File: src/hw/rsta_pkg.sv
// Shared constants for the bus slave turnaround block
package rsta_pkg;
  localparam int CLK_MHZ = 10;
  localparam int ANS_TIME_US = 1000;
  localparam int HOLD_TIME_US = 2000;
  localparam logic [15:0] ANS_TIMEOUT_CYC = 16'(ANS_TIME_US * CLK_MHZ);
  localparam logic [15:0] HOLD_MAX_CYC = 16'(HOLD_TIME_US * CLK_MHZ);
  localparam int ADDR_W = 8;
  localparam logic [7:0] ADDR_RESET = 8'h00;
  localparam int BYTE_W = 8;
  localparam int FIFO_DEPTH = 4;
  localparam logic [15:0] CNT_ZERO = 16'h0000;
  localparam logic [15:0] CNT_ONE = 16'h0001;
  typedef enum logic [1:0] {
    RSTA_IDLE,
    RSTA_WAIT,
    RSTA_SEND,
    RSTA_DRAIN
  } rsta_state_e;
endpackage

File: src/hw/rsta_turnaround.sv
// Line direction and answer timing for an addressed serial bus slave
`timescale 1ns/1ps
// Operation
// An answer starts well under 1 ms after the command ends, else dropped; the code drops it only after the full 1 ms.
// In half duplex the driver stays on at most 2 ms after the last byte.
// The master turns its own driver off within 100 us after its command.
// The master waits at least 2 ms after an answer before a new command.
// Full duplex has separate pairs; half duplex shares one, one driver.
// Every station turns its driver off right after its last byte.
// The bus address is 0 after reset unless another default is set.
// An address change is taken only in calibration mode, else refused.
// The driver is enabled only to answer a command, never unprompted.
module rsta_turnaround #(
  parameter logic [15:0] ANS_TIMEOUT_CYC = rsta_pkg::ANS_TIMEOUT_CYC,
  parameter logic [15:0] HOLD_MAX_CYC = rsta_pkg::HOLD_MAX_CYC,
  parameter logic [7:0] ADDR_DEFAULT = rsta_pkg::ADDR_RESET
) (
  input wire logic clk,
  input wire logic rst_b,
  input wire logic half_duplex_pin,
  input wire logic cal_mode_pin,
  input wire logic cmd_done,
  input wire logic [rsta_pkg::ADDR_W-1:0] cmd_addr,
  input wire logic addr_set_valid,
  input wire logic [rsta_pkg::ADDR_W-1:0] addr_set_data,
  output logic addr_set_rejected,
  output logic [rsta_pkg::ADDR_W-1:0] bus_addr,
  input wire logic ans_valid,
  output logic ans_ready,
  input wire logic [rsta_pkg::BYTE_W-1:0] ans_data,
  input wire logic ans_last,
  output logic tx_valid,
  input wire logic tx_ready,
  output logic [rsta_pkg::BYTE_W-1:0] tx_data,
  input wire logic tx_busy,
  output logic drv_en,
  output logic rx_en,
  output logic ans_dropped
);
  logic [1:0] rst_sync_reg;
  logic rst_n;
  logic [2:0] hd_sync_reg;
  logic [2:0] cal_sync_reg;
  logic hd_reg;
  logic hd_next;
  logic cal_reg;
  logic cal_next;
  rsta_pkg::rsta_state_e state_reg;
  rsta_pkg::rsta_state_e state_next;
  logic [15:0] cnt_reg;
  logic [15:0] cnt_next;
  logic [rsta_pkg::ADDR_W-1:0] addr_reg;
  logic [rsta_pkg::ADDR_W-1:0] addr_next;
  logic rej_reg;
  logic rej_next;
  logic drop_reg;
  logic drop_next;
  logic fifo_valid;
  logic fifo_ready;
  logic [rsta_pkg::BYTE_W:0] fifo_data;

  // Reset release through two stages
  always_ff @(posedge clk or negedge rst_b)
  begin
    if (!rst_b)
    begin
      rst_sync_reg <= 2'h0;
    end
    else
    begin
      rst_sync_reg <= {rst_sync_reg[0], 1'b1};
    end
  end
  assign rst_n = rst_sync_reg[1];

  // Pin synchronisers, change counts once stages two and three agree
  always_ff @(posedge clk or negedge rst_n)
  begin
    if (!rst_n)
    begin
      hd_sync_reg <= 3'h0;
      cal_sync_reg <= 3'h0;
    end
    else
    begin
      hd_sync_reg <= {hd_sync_reg[1:0], half_duplex_pin};
      cal_sync_reg <= {cal_sync_reg[1:0], cal_mode_pin};
    end
  end

  always_comb
  begin
    hd_next = hd_reg;
    cal_next = cal_reg;
    if (hd_sync_reg[2] == hd_sync_reg[1])
    begin
      hd_next = hd_sync_reg[2];
    end
    if (cal_sync_reg[2] == cal_sync_reg[1])
    begin
      cal_next = cal_sync_reg[2];
    end
  end

  always_ff @(posedge clk or negedge rst_n)
  begin
    if (!rst_n)
    begin
      hd_reg <= 1'b0;
      cal_reg <= 1'b0;
    end
    else
    begin
      hd_reg <= hd_next;
      cal_reg <= cal_next;
    end
  end

  rsta_fifo #(
    .WIDTH(rsta_pkg::BYTE_W + 1),
    .DEPTH(rsta_pkg::FIFO_DEPTH)
  ) i_rsta_fifo (
    .clk(clk),
    .rst_n(rst_n),
    .in_valid(ans_valid),
    .in_ready(ans_ready),
    .in_data({ans_last, ans_data}),
    .out_valid(fifo_valid),
    .out_ready(fifo_ready),
    .out_data(fifo_data)
  );

  assign tx_valid = (state_reg == rsta_pkg::RSTA_SEND) && fifo_valid;
  assign fifo_ready = (state_reg == rsta_pkg::RSTA_SEND) && tx_ready;
  assign tx_data = fifo_data[rsta_pkg::BYTE_W-1:0];
  assign drv_en = (state_reg == rsta_pkg::RSTA_SEND) ||
                  (state_reg == rsta_pkg::RSTA_DRAIN);
  assign rx_en = !(hd_reg && drv_en);
  assign bus_addr = addr_reg;
  assign addr_set_rejected = rej_reg;
  assign ans_dropped = drop_reg;

  // Turnaround sequencer
  always_comb
  begin
    state_next = state_reg;
    cnt_next = cnt_reg + rsta_pkg::CNT_ONE;
    drop_next = 1'b0;
    unique case (state_reg)
      rsta_pkg::RSTA_IDLE:
      begin
        cnt_next = rsta_pkg::CNT_ZERO;
        if (cmd_done && (cmd_addr == addr_reg))
        begin
          state_next = rsta_pkg::RSTA_WAIT;
        end
      end
      rsta_pkg::RSTA_WAIT:
      begin
        if (fifo_valid)
        begin
          state_next = rsta_pkg::RSTA_SEND;
          cnt_next = rsta_pkg::CNT_ZERO;
        end
        else if (cnt_reg == ANS_TIMEOUT_CYC - rsta_pkg::CNT_ONE)
        begin
          state_next = rsta_pkg::RSTA_IDLE;
          drop_next = 1'b1;
        end
      end
      rsta_pkg::RSTA_SEND:
      begin
        cnt_next = rsta_pkg::CNT_ZERO;
        if (fifo_valid && tx_ready && fifo_data[rsta_pkg::BYTE_W])
        begin
          state_next = rsta_pkg::RSTA_DRAIN;
        end
      end
      rsta_pkg::RSTA_DRAIN:
      begin
        if (!tx_busy || (cnt_reg == HOLD_MAX_CYC - rsta_pkg::CNT_ONE))
        begin
          state_next = rsta_pkg::RSTA_IDLE;
        end
      end
    endcase
  end

  // Address register, writable only in calibration mode
  always_comb
  begin
    addr_next = addr_reg;
    rej_next = 1'b0;
    if (addr_set_valid)
    begin
      if (cal_reg)
      begin
        addr_next = addr_set_data;
      end
      else
      begin
        rej_next = 1'b1;
      end
    end
  end

  always_ff @(posedge clk or negedge rst_n)
  begin
    if (!rst_n)
    begin
      state_reg <= rsta_pkg::RSTA_IDLE;
      cnt_reg <= rsta_pkg::CNT_ZERO;
      addr_reg <= ADDR_DEFAULT;
      rej_reg <= 1'b0;
      drop_reg <= 1'b0;
    end
    else
    begin
      state_reg <= state_next;
      cnt_reg <= cnt_next;
      addr_reg <= addr_next;
      rej_reg <= rej_next;
      drop_reg <= drop_next;
    end
  end

  // Checks
  property p_ans_bound;
    @(posedge clk) disable iff (!rst_n)
    (state_reg == rsta_pkg::RSTA_WAIT) |-> (cnt_reg < ANS_TIMEOUT_CYC);
  endproperty
  a_ans_bound: assert property (p_ans_bound)
    else $error("answer wait overran its limit");
  property p_hold_bound;
    @(posedge clk) disable iff (!rst_n)
    (state_reg == rsta_pkg::RSTA_DRAIN) |-> (cnt_reg < HOLD_MAX_CYC);
  endproperty
  a_hold_bound: assert property (p_hold_bound)
    else $error("driver held past its limit");
  property p_release;
    @(posedge clk) disable iff (!rst_n)
    (state_reg == rsta_pkg::RSTA_DRAIN) && !tx_busy |=> !drv_en;
  endproperty
  a_release: assert property (p_release)
    else $error("driver not released after last byte");
  property p_one_driver;
    @(posedge clk) disable iff (!rst_n)
    hd_reg && drv_en |-> !rx_en;
  endproperty
  a_one_driver: assert property (p_one_driver)
    else $error("receiver open while driving shared pair");
  property p_addr_reset;
    @(posedge clk)
    $rose(rst_n) |-> (addr_reg == ADDR_DEFAULT);
  endproperty
  a_addr_reset: assert property (p_addr_reset)
    else $error("address not default after reset");
  property p_addr_reject;
    @(posedge clk) disable iff (!rst_n)
    addr_set_valid && !cal_reg |=>
      (addr_reg == $past(addr_reg)) && addr_set_rejected;
  endproperty
  a_addr_reject: assert property (p_addr_reject)
    else $error("address changed outside calibration mode");
  property p_addr_accept;
    @(posedge clk) disable iff (!rst_n)
    addr_set_valid && cal_reg |=>
      (addr_reg == $past(addr_set_data)) && !addr_set_rejected;
  endproperty
  a_addr_accept: assert property (p_addr_accept)
    else $error("address change lost in calibration mode");
  property p_prompted;
    @(posedge clk) disable iff (!rst_n)
    $rose(drv_en) |-> ($past(state_reg) == rsta_pkg::RSTA_WAIT);
  endproperty
  a_prompted: assert property (p_prompted)
    else $error("driver enabled without a command");
  property p_cov_answer;
    @(posedge clk) disable iff (!rst_n)
    (state_reg == rsta_pkg::RSTA_DRAIN) ##1
      (state_reg == rsta_pkg::RSTA_IDLE);
  endproperty
  c_cov_answer: cover property (p_cov_answer);
  property p_cov_drop;
    @(posedge clk) disable iff (!rst_n)
    ans_dropped;
  endproperty
  c_cov_drop: cover property (p_cov_drop);
  property p_cov_addr;
    @(posedge clk) disable iff (!rst_n)
    addr_set_valid && cal_reg;
  endproperty
  c_cov_addr: cover property (p_cov_addr);
endmodule

File: src/hw/rsta_fifo.sv
// Small first-in first-out buffer with valid and ready on both sides
`timescale 1ns/1ps
module rsta_fifo #(
  parameter int WIDTH = 9,
  parameter int DEPTH = 4
) (
  input wire logic clk,
  input wire logic rst_n,
  input wire logic in_valid,
  output logic in_ready,
  input wire logic [WIDTH-1:0] in_data,
  output logic out_valid,
  input wire logic out_ready,
  output logic [WIDTH-1:0] out_data
);
  localparam int AW = $clog2(DEPTH);
  logic [WIDTH-1:0] mem_reg [DEPTH];
  logic [AW:0] wr_ptr_reg;
  logic [AW:0] wr_ptr_next;
  logic [AW:0] rd_ptr_reg;
  logic [AW:0] rd_ptr_next;
  logic do_wr;
  logic do_rd;

  // Full when pointers differ only in the wrap bit
  assign in_ready = (wr_ptr_reg != {~rd_ptr_reg[AW], rd_ptr_reg[AW-1:0]});
  assign out_valid = (wr_ptr_reg != rd_ptr_reg);
  assign out_data = mem_reg[rd_ptr_reg[AW-1:0]];
  assign do_wr = in_valid && in_ready;
  assign do_rd = out_valid && out_ready;

  always_comb
  begin
    wr_ptr_next = do_wr ? wr_ptr_reg + 1'b1 : wr_ptr_reg;
    rd_ptr_next = do_rd ? rd_ptr_reg + 1'b1 : rd_ptr_reg;
  end

  always_ff @(posedge clk or negedge rst_n)
  begin
    if (!rst_n)
    begin
      wr_ptr_reg <= '0;
      rd_ptr_reg <= '0;
    end
    else
    begin
      wr_ptr_reg <= wr_ptr_next;
      rd_ptr_reg <= rd_ptr_next;
    end
  end

  // Storage array has no reset
  always_ff @(posedge clk)
  begin
    if (do_wr)
    begin
      mem_reg[wr_ptr_reg[AW-1:0]] <= in_data;
    end
  end
endmodule

File: config.mk
export PLATFORM = sky130hd
export DESIGN_NAME = rsta_turnaround
export DESIGN_NICKNAME = d
export VERILOG_FILES = /design/src/hw/rsta_pkg.sv /design/src/hw/rsta_turnaround.sv /design/src/hw/rsta_fifo.sv
export SDC_FILE = /design/constraint.sdc
export NUM_CORES = 1
export LEC_CHECK = 0
export BUFFER_PORTS_ARGS = -buffer_cell sky130_fd_sc_hd__buf_2
export CELL_PAD_IN_SITES_DETAIL_PLACEMENT = 0
export CELL_PAD_IN_SITES_GLOBAL_PLACEMENT = 1
export CORE_UTILIZATION = 41
export CTS_BUF_LIST = sky130_fd_sc_hd__clkbuf_8
export DETAILED_ROUTE_END_ITERATION = 12
export PLACE_DENSITY_LB_ADDON = 0.1
export SYNTH_ARGS = -nofsm -noshare
export SYNTH_HDL_FRONTEND = slang
export SYNTH_SLANG_ARGS = --single-unit
File: constraint.sdc
create_clock -name clk -period 2.4 [get_ports clk]
set_clock_uncertainty 0.05 [all_clocks]
set_input_delay 0.12 -clock clk [delete_from_list [all_inputs] [get_ports clk]]
set_output_delay 0.12 -clock clk [all_outputs]
set_load 0.05 [all_outputs]
# Word level (Yosys, flattened, before mapping)

Memories as Yosys holds them, arrays and structs flattened.
Index checks and enable logic that the tools add are counted.

Order comparisons: 0
Multiply operators: 0
Bitwise operators: 1
Mux-type cells: 15
Reductions and logical operators: 16
Equal/unequal tests: 14
Div/mod/pow operators: 0
Shifts and indexed selects: 0
Add/subtract/negate cells: 3

Operators by type and width:

| operator                | count |
|---|---|
| $pmux W16 S2            | 1 |
| $add A16 B1 Y16 const B | 1 |
| $eq A16 B14 Y1 const B  | 1 |
| $eq A16 B15 Y1 const B  | 1 |
| $mux W16                | 1 |
| $mux W2                 | 5 |
| $eq A8 B8 Y1            | 1 |
| $logic_and A1 B1 Y1     | 8 |
| $pmux W2 S4             | 1 |
| $mux W1                 | 7 |
| $add A3 B1 Y3 const B   | 2 |
| $ne A3 B3 Y1            | 2 |
| $eq A2 B2 Y1 const B    | 2 |
| $ne A2 B1 Y1 const B    | 2 |
| $reduce_and A4 Y1       | 1 |
| $ne A3 B3 Y1 const B    | 1 |
| $eq A1 B1 Y1            | 2 |
| $eq A2 B1 Y1 const B    | 1 |
| $logic_not A1 Y1        | 2 |
| $logic_not A2 Y1        | 1 |
| $logic_or A1 B1 Y1      | 2 |
| $ne A2 B2 Y1 const B    | 1 |
| $reduce_and A2 Y1       | 1 |
| $reduce_or A2 Y1        | 1 |
| $not A1 Y1              | 1 |

Bits in latches: 0
Register bits: 44
Memories: 1
Input port bits: 34
Bits in writable memories: 36
Output and inout port bits: 22
Word-level logic and storage cells: 62
Memory bits (read-only): 0

Memories:

| name                | depth | width | rd ports | clocked after memory_dff | wr ports | RTL line        | RTL |
|---|---|---|---|---|---|---|---|
| i_rsta_fifo.mem_reg | 4     | 9     | 1        | 0                        | 1        | rsta_fifo.sv:17 | `logic [WIDTH-1:0] mem_reg [DEPTH];` |

# Depth between registers and ports, before layout

Depth in word-level cells: 5
Mapped depth: 6
Gate-level depth less buffers: 5

# Modules after synthesis

A second synthesis with hierarchy kept.

Cell total of the unflattened synthesis: 240
Area, all modules: 3447.1 µm²

By module, submodules not included:

| module          | instances | sequential area each (µm²) | cells an instance | area an instance (µm²) |
|---|---|---|---|---|
| rsta_fifo       | 1         | 1231.2                     | 94                | 1771.7 |
| rsta_turnaround | 1         | 950.9                      | 146               | 1675.4 |

# Worst setup path after synthesis

No wires, ideal clock.

Path type: register -> register
Start point: reg i_rsta_fifo.wr_ptr_reg[0]
End point: reg i_rsta_fifo.rd_ptr_reg[1]
Setup time: 0.128 ns
Stages on the path, launching flop included: 5
Path slack: 0.226 ns
Clock period less this slack: 2.174 ns
Path buffers: 0
Data required time: 2.222 ns
Arrival time: 1.996 ns
Cells stage by stage: dfrtp_1 xnor2_1 a311oi_2 nand2_2 mux2_1

Cells in the longest elaborated chain, start to end: 2

Ends and longest elaborated chain:

| what                   | RTL line        | RTL |
|---|---|---|
| from (decl)            | rsta_fifo.sv:18 | `logic [AW:0] wr_ptr_reg;` |
| from (signal assigned) | rsta_fifo.sv:47 | `wr_ptr_reg <= wr_ptr_next;` |
| $ne A3 B3 Y1           | rsta_fifo.sv:27 | `assign out_valid = (wr_ptr_reg != rd_ptr_reg);` |
| $logic_and A1 B1 Y1    | rsta_fifo.sv:30 | `assign do_rd = out_valid && out_ready;` |
| to (signal assigned)   | rsta_fifo.sv:48 | `rd_ptr_reg <= rd_ptr_next;` |
| to (decl)              | rsta_fifo.sv:20 | `logic [AW:0] rd_ptr_reg;` |

No other way between the ends.
A chain may end at the register's enable or synchronous reset.

# Final worst setup path

Start point: reg i_rsta_fifo.wr_ptr_reg[1]
End point: mem i_rsta_fifo.mem_reg[3][0], enable pin

Cells in the longest elaborated chain, start to end: 4

Ends and longest elaborated chain:

| what                          | RTL line        | RTL |
|---|---|---|
| $ne A3 B3 Y1                  | rsta_fifo.sv:26 | `assign in_ready = (wr_ptr_reg != {~rd_ptr_reg[AW], rd_ptr_reg[AW-1:0]});` |
| $logic_and A1 B1 Y1           | rsta_fifo.sv:29 | `assign do_wr = in_valid && in_ready;` |
| $mux W1                       | rsta_fifo.sv:55 | `if (do_wr)` |
| $mux W1 (not written as such) | rsta_fifo.sv:57 | `mem_reg[wr_ptr_reg[AW-1:0]] <= in_data;` |
| to (decl)                     | rsta_fifo.sv:17 |  |

Parallel ways exist; a longest one is shown, timed or not.

==> metrics.md <==
| Metric | Value |
|---|---|
| Placed Cells | 380 |
| Ys async rst share | 55.0% |
| TritonCTS clock tree | done |
| Slew Limit Fails | 0 |
| Routability Congestion | 0.727 |
| Final setup viols | 0 |
| FP Rows | 32 |
| Number of max-cap violations | 0 |
| Worst skew pair latency | 0.36 ns |
| Synth cell types | 38 |
| Max FFs per register | 36 |
| Root buffer cell | clkbuf_8 |
| Core area | 7810 um^2 |
| CP top delay family | simple AND/OR/NAND/NOR gates |
| Fin crit share | 82.6% |
| Layout area overhead | 24.1% |
| Starting Density | 42.9% |
| Total number of yosys warnings | 0 |
| Post-layout min period | 1.98 ns |
| Worst Path Arrival | 1.93 ns |
| Yosys reg bits | 80 |
| GRT Total Usage | 16.9% |
| Post-route insts no fill | 418 |
| Worst Setup End Kind | register |
| Drt pass-1 iters | 4 |
| Most frequent cells in the layout | buf_2, dfrtp_1, edfxtp_1 |
| PD cells | 1010 nW/um^2 |
| Cells on worst reg2reg path | 3 |
| R2r setup slk | 0.42 ns |
| CP Max Fanout | 10 |
| Share of cells above drive strength 1 | 30.4% |
| DR vias | 2,068 |
| Leakage | 1.67 nW |
| Post-synthesis simple-gate area fraction | 12.3% |
| Nets | 351 |
| Post-synthesis sequential area ratio | 65.2% |
| CTS Buffer Depth | 2 |
| Initial antenna violation count | 0 |
| Fin. Hold Viols | 0 |
| Mapped Area | 3350 um^2 |
| Syn Inst Count | 226 |
| Crit-path max cell delay | 0.54 ns |
| Number of buffers and inverters on the critical path | 0 |
| CTS Buf Count | 9 |
| # IOs | 56 |
| Routed wire length | 6.30 mm |
| Crit path cell chain | xnor2_1 > a31oi_1 > and2_1 |
| Drt via density | 4.95 |
| Routed WL per cell | 15.1 um |
| Antenna cells | 0 |
| Pin count of the biggest net entering global routing | 43 |
| # H-tree levels | 3 |
| Slew @ Worst Pin | 0.913 ns |
| Post-route DRC | 0 |
| Die W | 92.3 um |
| Syn Nets | 266 |
| Port Buffers | 55 |
| Postcts setup bufs | 0 |
| Clk pin slew, worst setup/hold paths | 0.08 ns |
| Largest family of logic cells by synthesized area | simple AND/OR/NAND/NOR gates |
| Syn avg cell area | 14.8 um^2 |
| Unrepaired setup endpoints after global routing | no |
| DRT iter0 DRCs | 79 |
| Hold WC Path Type | in2async |
| Crit path required time | 2.34 ns |
| Crit path kind | reg2reg |
| Post-synthesis mux area share | 9.09% |
| Vias in the first global route | 2,222 |
| Xor and xnor area share after synthesis | 7.33% |
| Final TNS setup | 0 ns |
| Crit start category | register |
| Fin util | 53.2% |
| Outcome | complete, no violations |
| Gr ovfl total | 0 |
| Die height | 92.3 um |
| Main flop type after synthesis | dfrtp_1 |
| Die area | 8530 um^2 |
| Max-slew headroom | 39.1% |
| CTS sink count | 80 |
| Global-route wire length before repair | 10.7 mm |
| Commonest non-fill, non-tap cell in the layout | buf_2 |
| FMAX | 504 MHz |
| Final hold slack | 0.0221 ns |
| Max VDD drop | 506 uV |
| Count of flip-flops with a built-in enable after synthesis | 36 |
| DP Wirelength | 4.22 mm |
| Worst r2r dst | i_rsta_fifo.mem_reg[3][0]$_DFFE_PP_ |
| Adder-cell area share of the yosys netlist | 2.84% |
| Slowest CP cell | and2_1 |
| Synth Area in Compound Gates | 1.80% |
| R2R Path Start | i_rsta_fifo.wr_ptr_reg[1]$_DFFE_PN0P_ |
| Final Power | 0.00418 W |
| Final ANT Viol Nets | 0 |
[stage by stage]
stage	setup slack (ns)	area, um^2
global route	0.228	4150
CTS	0.394	4150
detailed placement	0.416	3740
floorplan	0.226	3350
global placement	0.491	3740
finish	0.417	4150
[layer usage]
layer	vias to the layer above	wire length [um]	global-route usage, %
li1	1005	-	-
met1	1016	2790	20.5
met2	38	3190	28.5
met3	9	199	3.61
met4	0	120	8.20
met5	-	0	0
[synth_stat cells (3+ instances only)]
library cell  count  area, um^2
nand3_1           9        45.0
ha_1              6        75.1
nor4_1            3        18.8
inv_1             4        15.0
buf_2             4        20.0
xor2_1           17         149
mux4_2            9         203
nand4_1          11        68.8
nor2_1           15        56.3
mux2_2            8        90.1
dfrtp_1          44        1100
o21ai_0           3        15.0
nand2_1           7        26.3
edfxtp_1         36        1080
and3_1            4        25.0
xnor2_1          11        96.3
nor3b_1           3        22.5
and2_1            5        31.3
[logic make-up after synthesis]
group	count (synthesis)
compound gates	9
xor+xnor	28
fa+ha+maj	8
buf+inv	10
flops	80
mux	18
other cells	1
simple gates	72
[worst max-delay path by stage]
stage	start	to	slack, ns	cells past startpoint
2_1_floorplan	i_rsta_fifo.wr_ptr_reg[0]$_DFFE_PN0P_	i_rsta_fifo.rd_ptr_reg[1]$_DFFE_PN0P_	0.23	4
3_3_place_gp	cnt_reg[0]$_DFF_PN0_	register	0.49	5
3_5_place_dp	i_rsta_fifo.wr_ptr_reg[1]$_DFFE_PN0P_	i_rsta_fifo.mem_reg[3][3]$_DFFE_PP_	0.42	3
4_1_cts	i_rsta_fifo.wr_ptr_reg[1]$_DFFE_PN0P_	i_rsta_fifo.mem_reg[3][6]$_DFFE_PP_	0.39	3
5_1_grt	cnt_reg[0]$_DFF_PN0_	register	0.23	5
6_report	i_rsta_fifo.wr_ptr_reg[1]$_DFFE_PN0P_	i_rsta_fifo.mem_reg[3][0]$_DFFE_PP_	0.42	3
[power breakdown]
| part | total (W) | internal, W | switching [W] |
|---|---|---|---|
| registers | 0.00180 | 0.00167 | 0.000125 |
| logic | 0.00144 | 0.000485 | 0.000956 |
| clock network | 0.000941 | 0.000399 | 0.000542 |
| total | 0.00418 | 0.00256 | 0.00162 |
[worst reg2reg max path: cells and delay by family (launching register included)]
kind | cells | cell delay [ns]
compound gates | 1 | 0.39
xor+xnor | 1 | 0.22
simple gates | 1 | 0.54
flops | 1 | 0.42
[final cells by class]
type,instances,area [um^2]
tap,102,128
clock inverter,7,62.6
timing repair buffer,80,518
multi-input combinational,136,1120
clock buffer,9,124
fill,692,3660
sequential,80,2180
inverter,4,15.0
[timing repair]
action,CTS,global route
endpoints found under the hold margin,50,0
resized for setup,0,0
setup endpoints to repair,0,0
hold buffers,22,0
No activity file was read; power rests on OpenSTA's default activity.
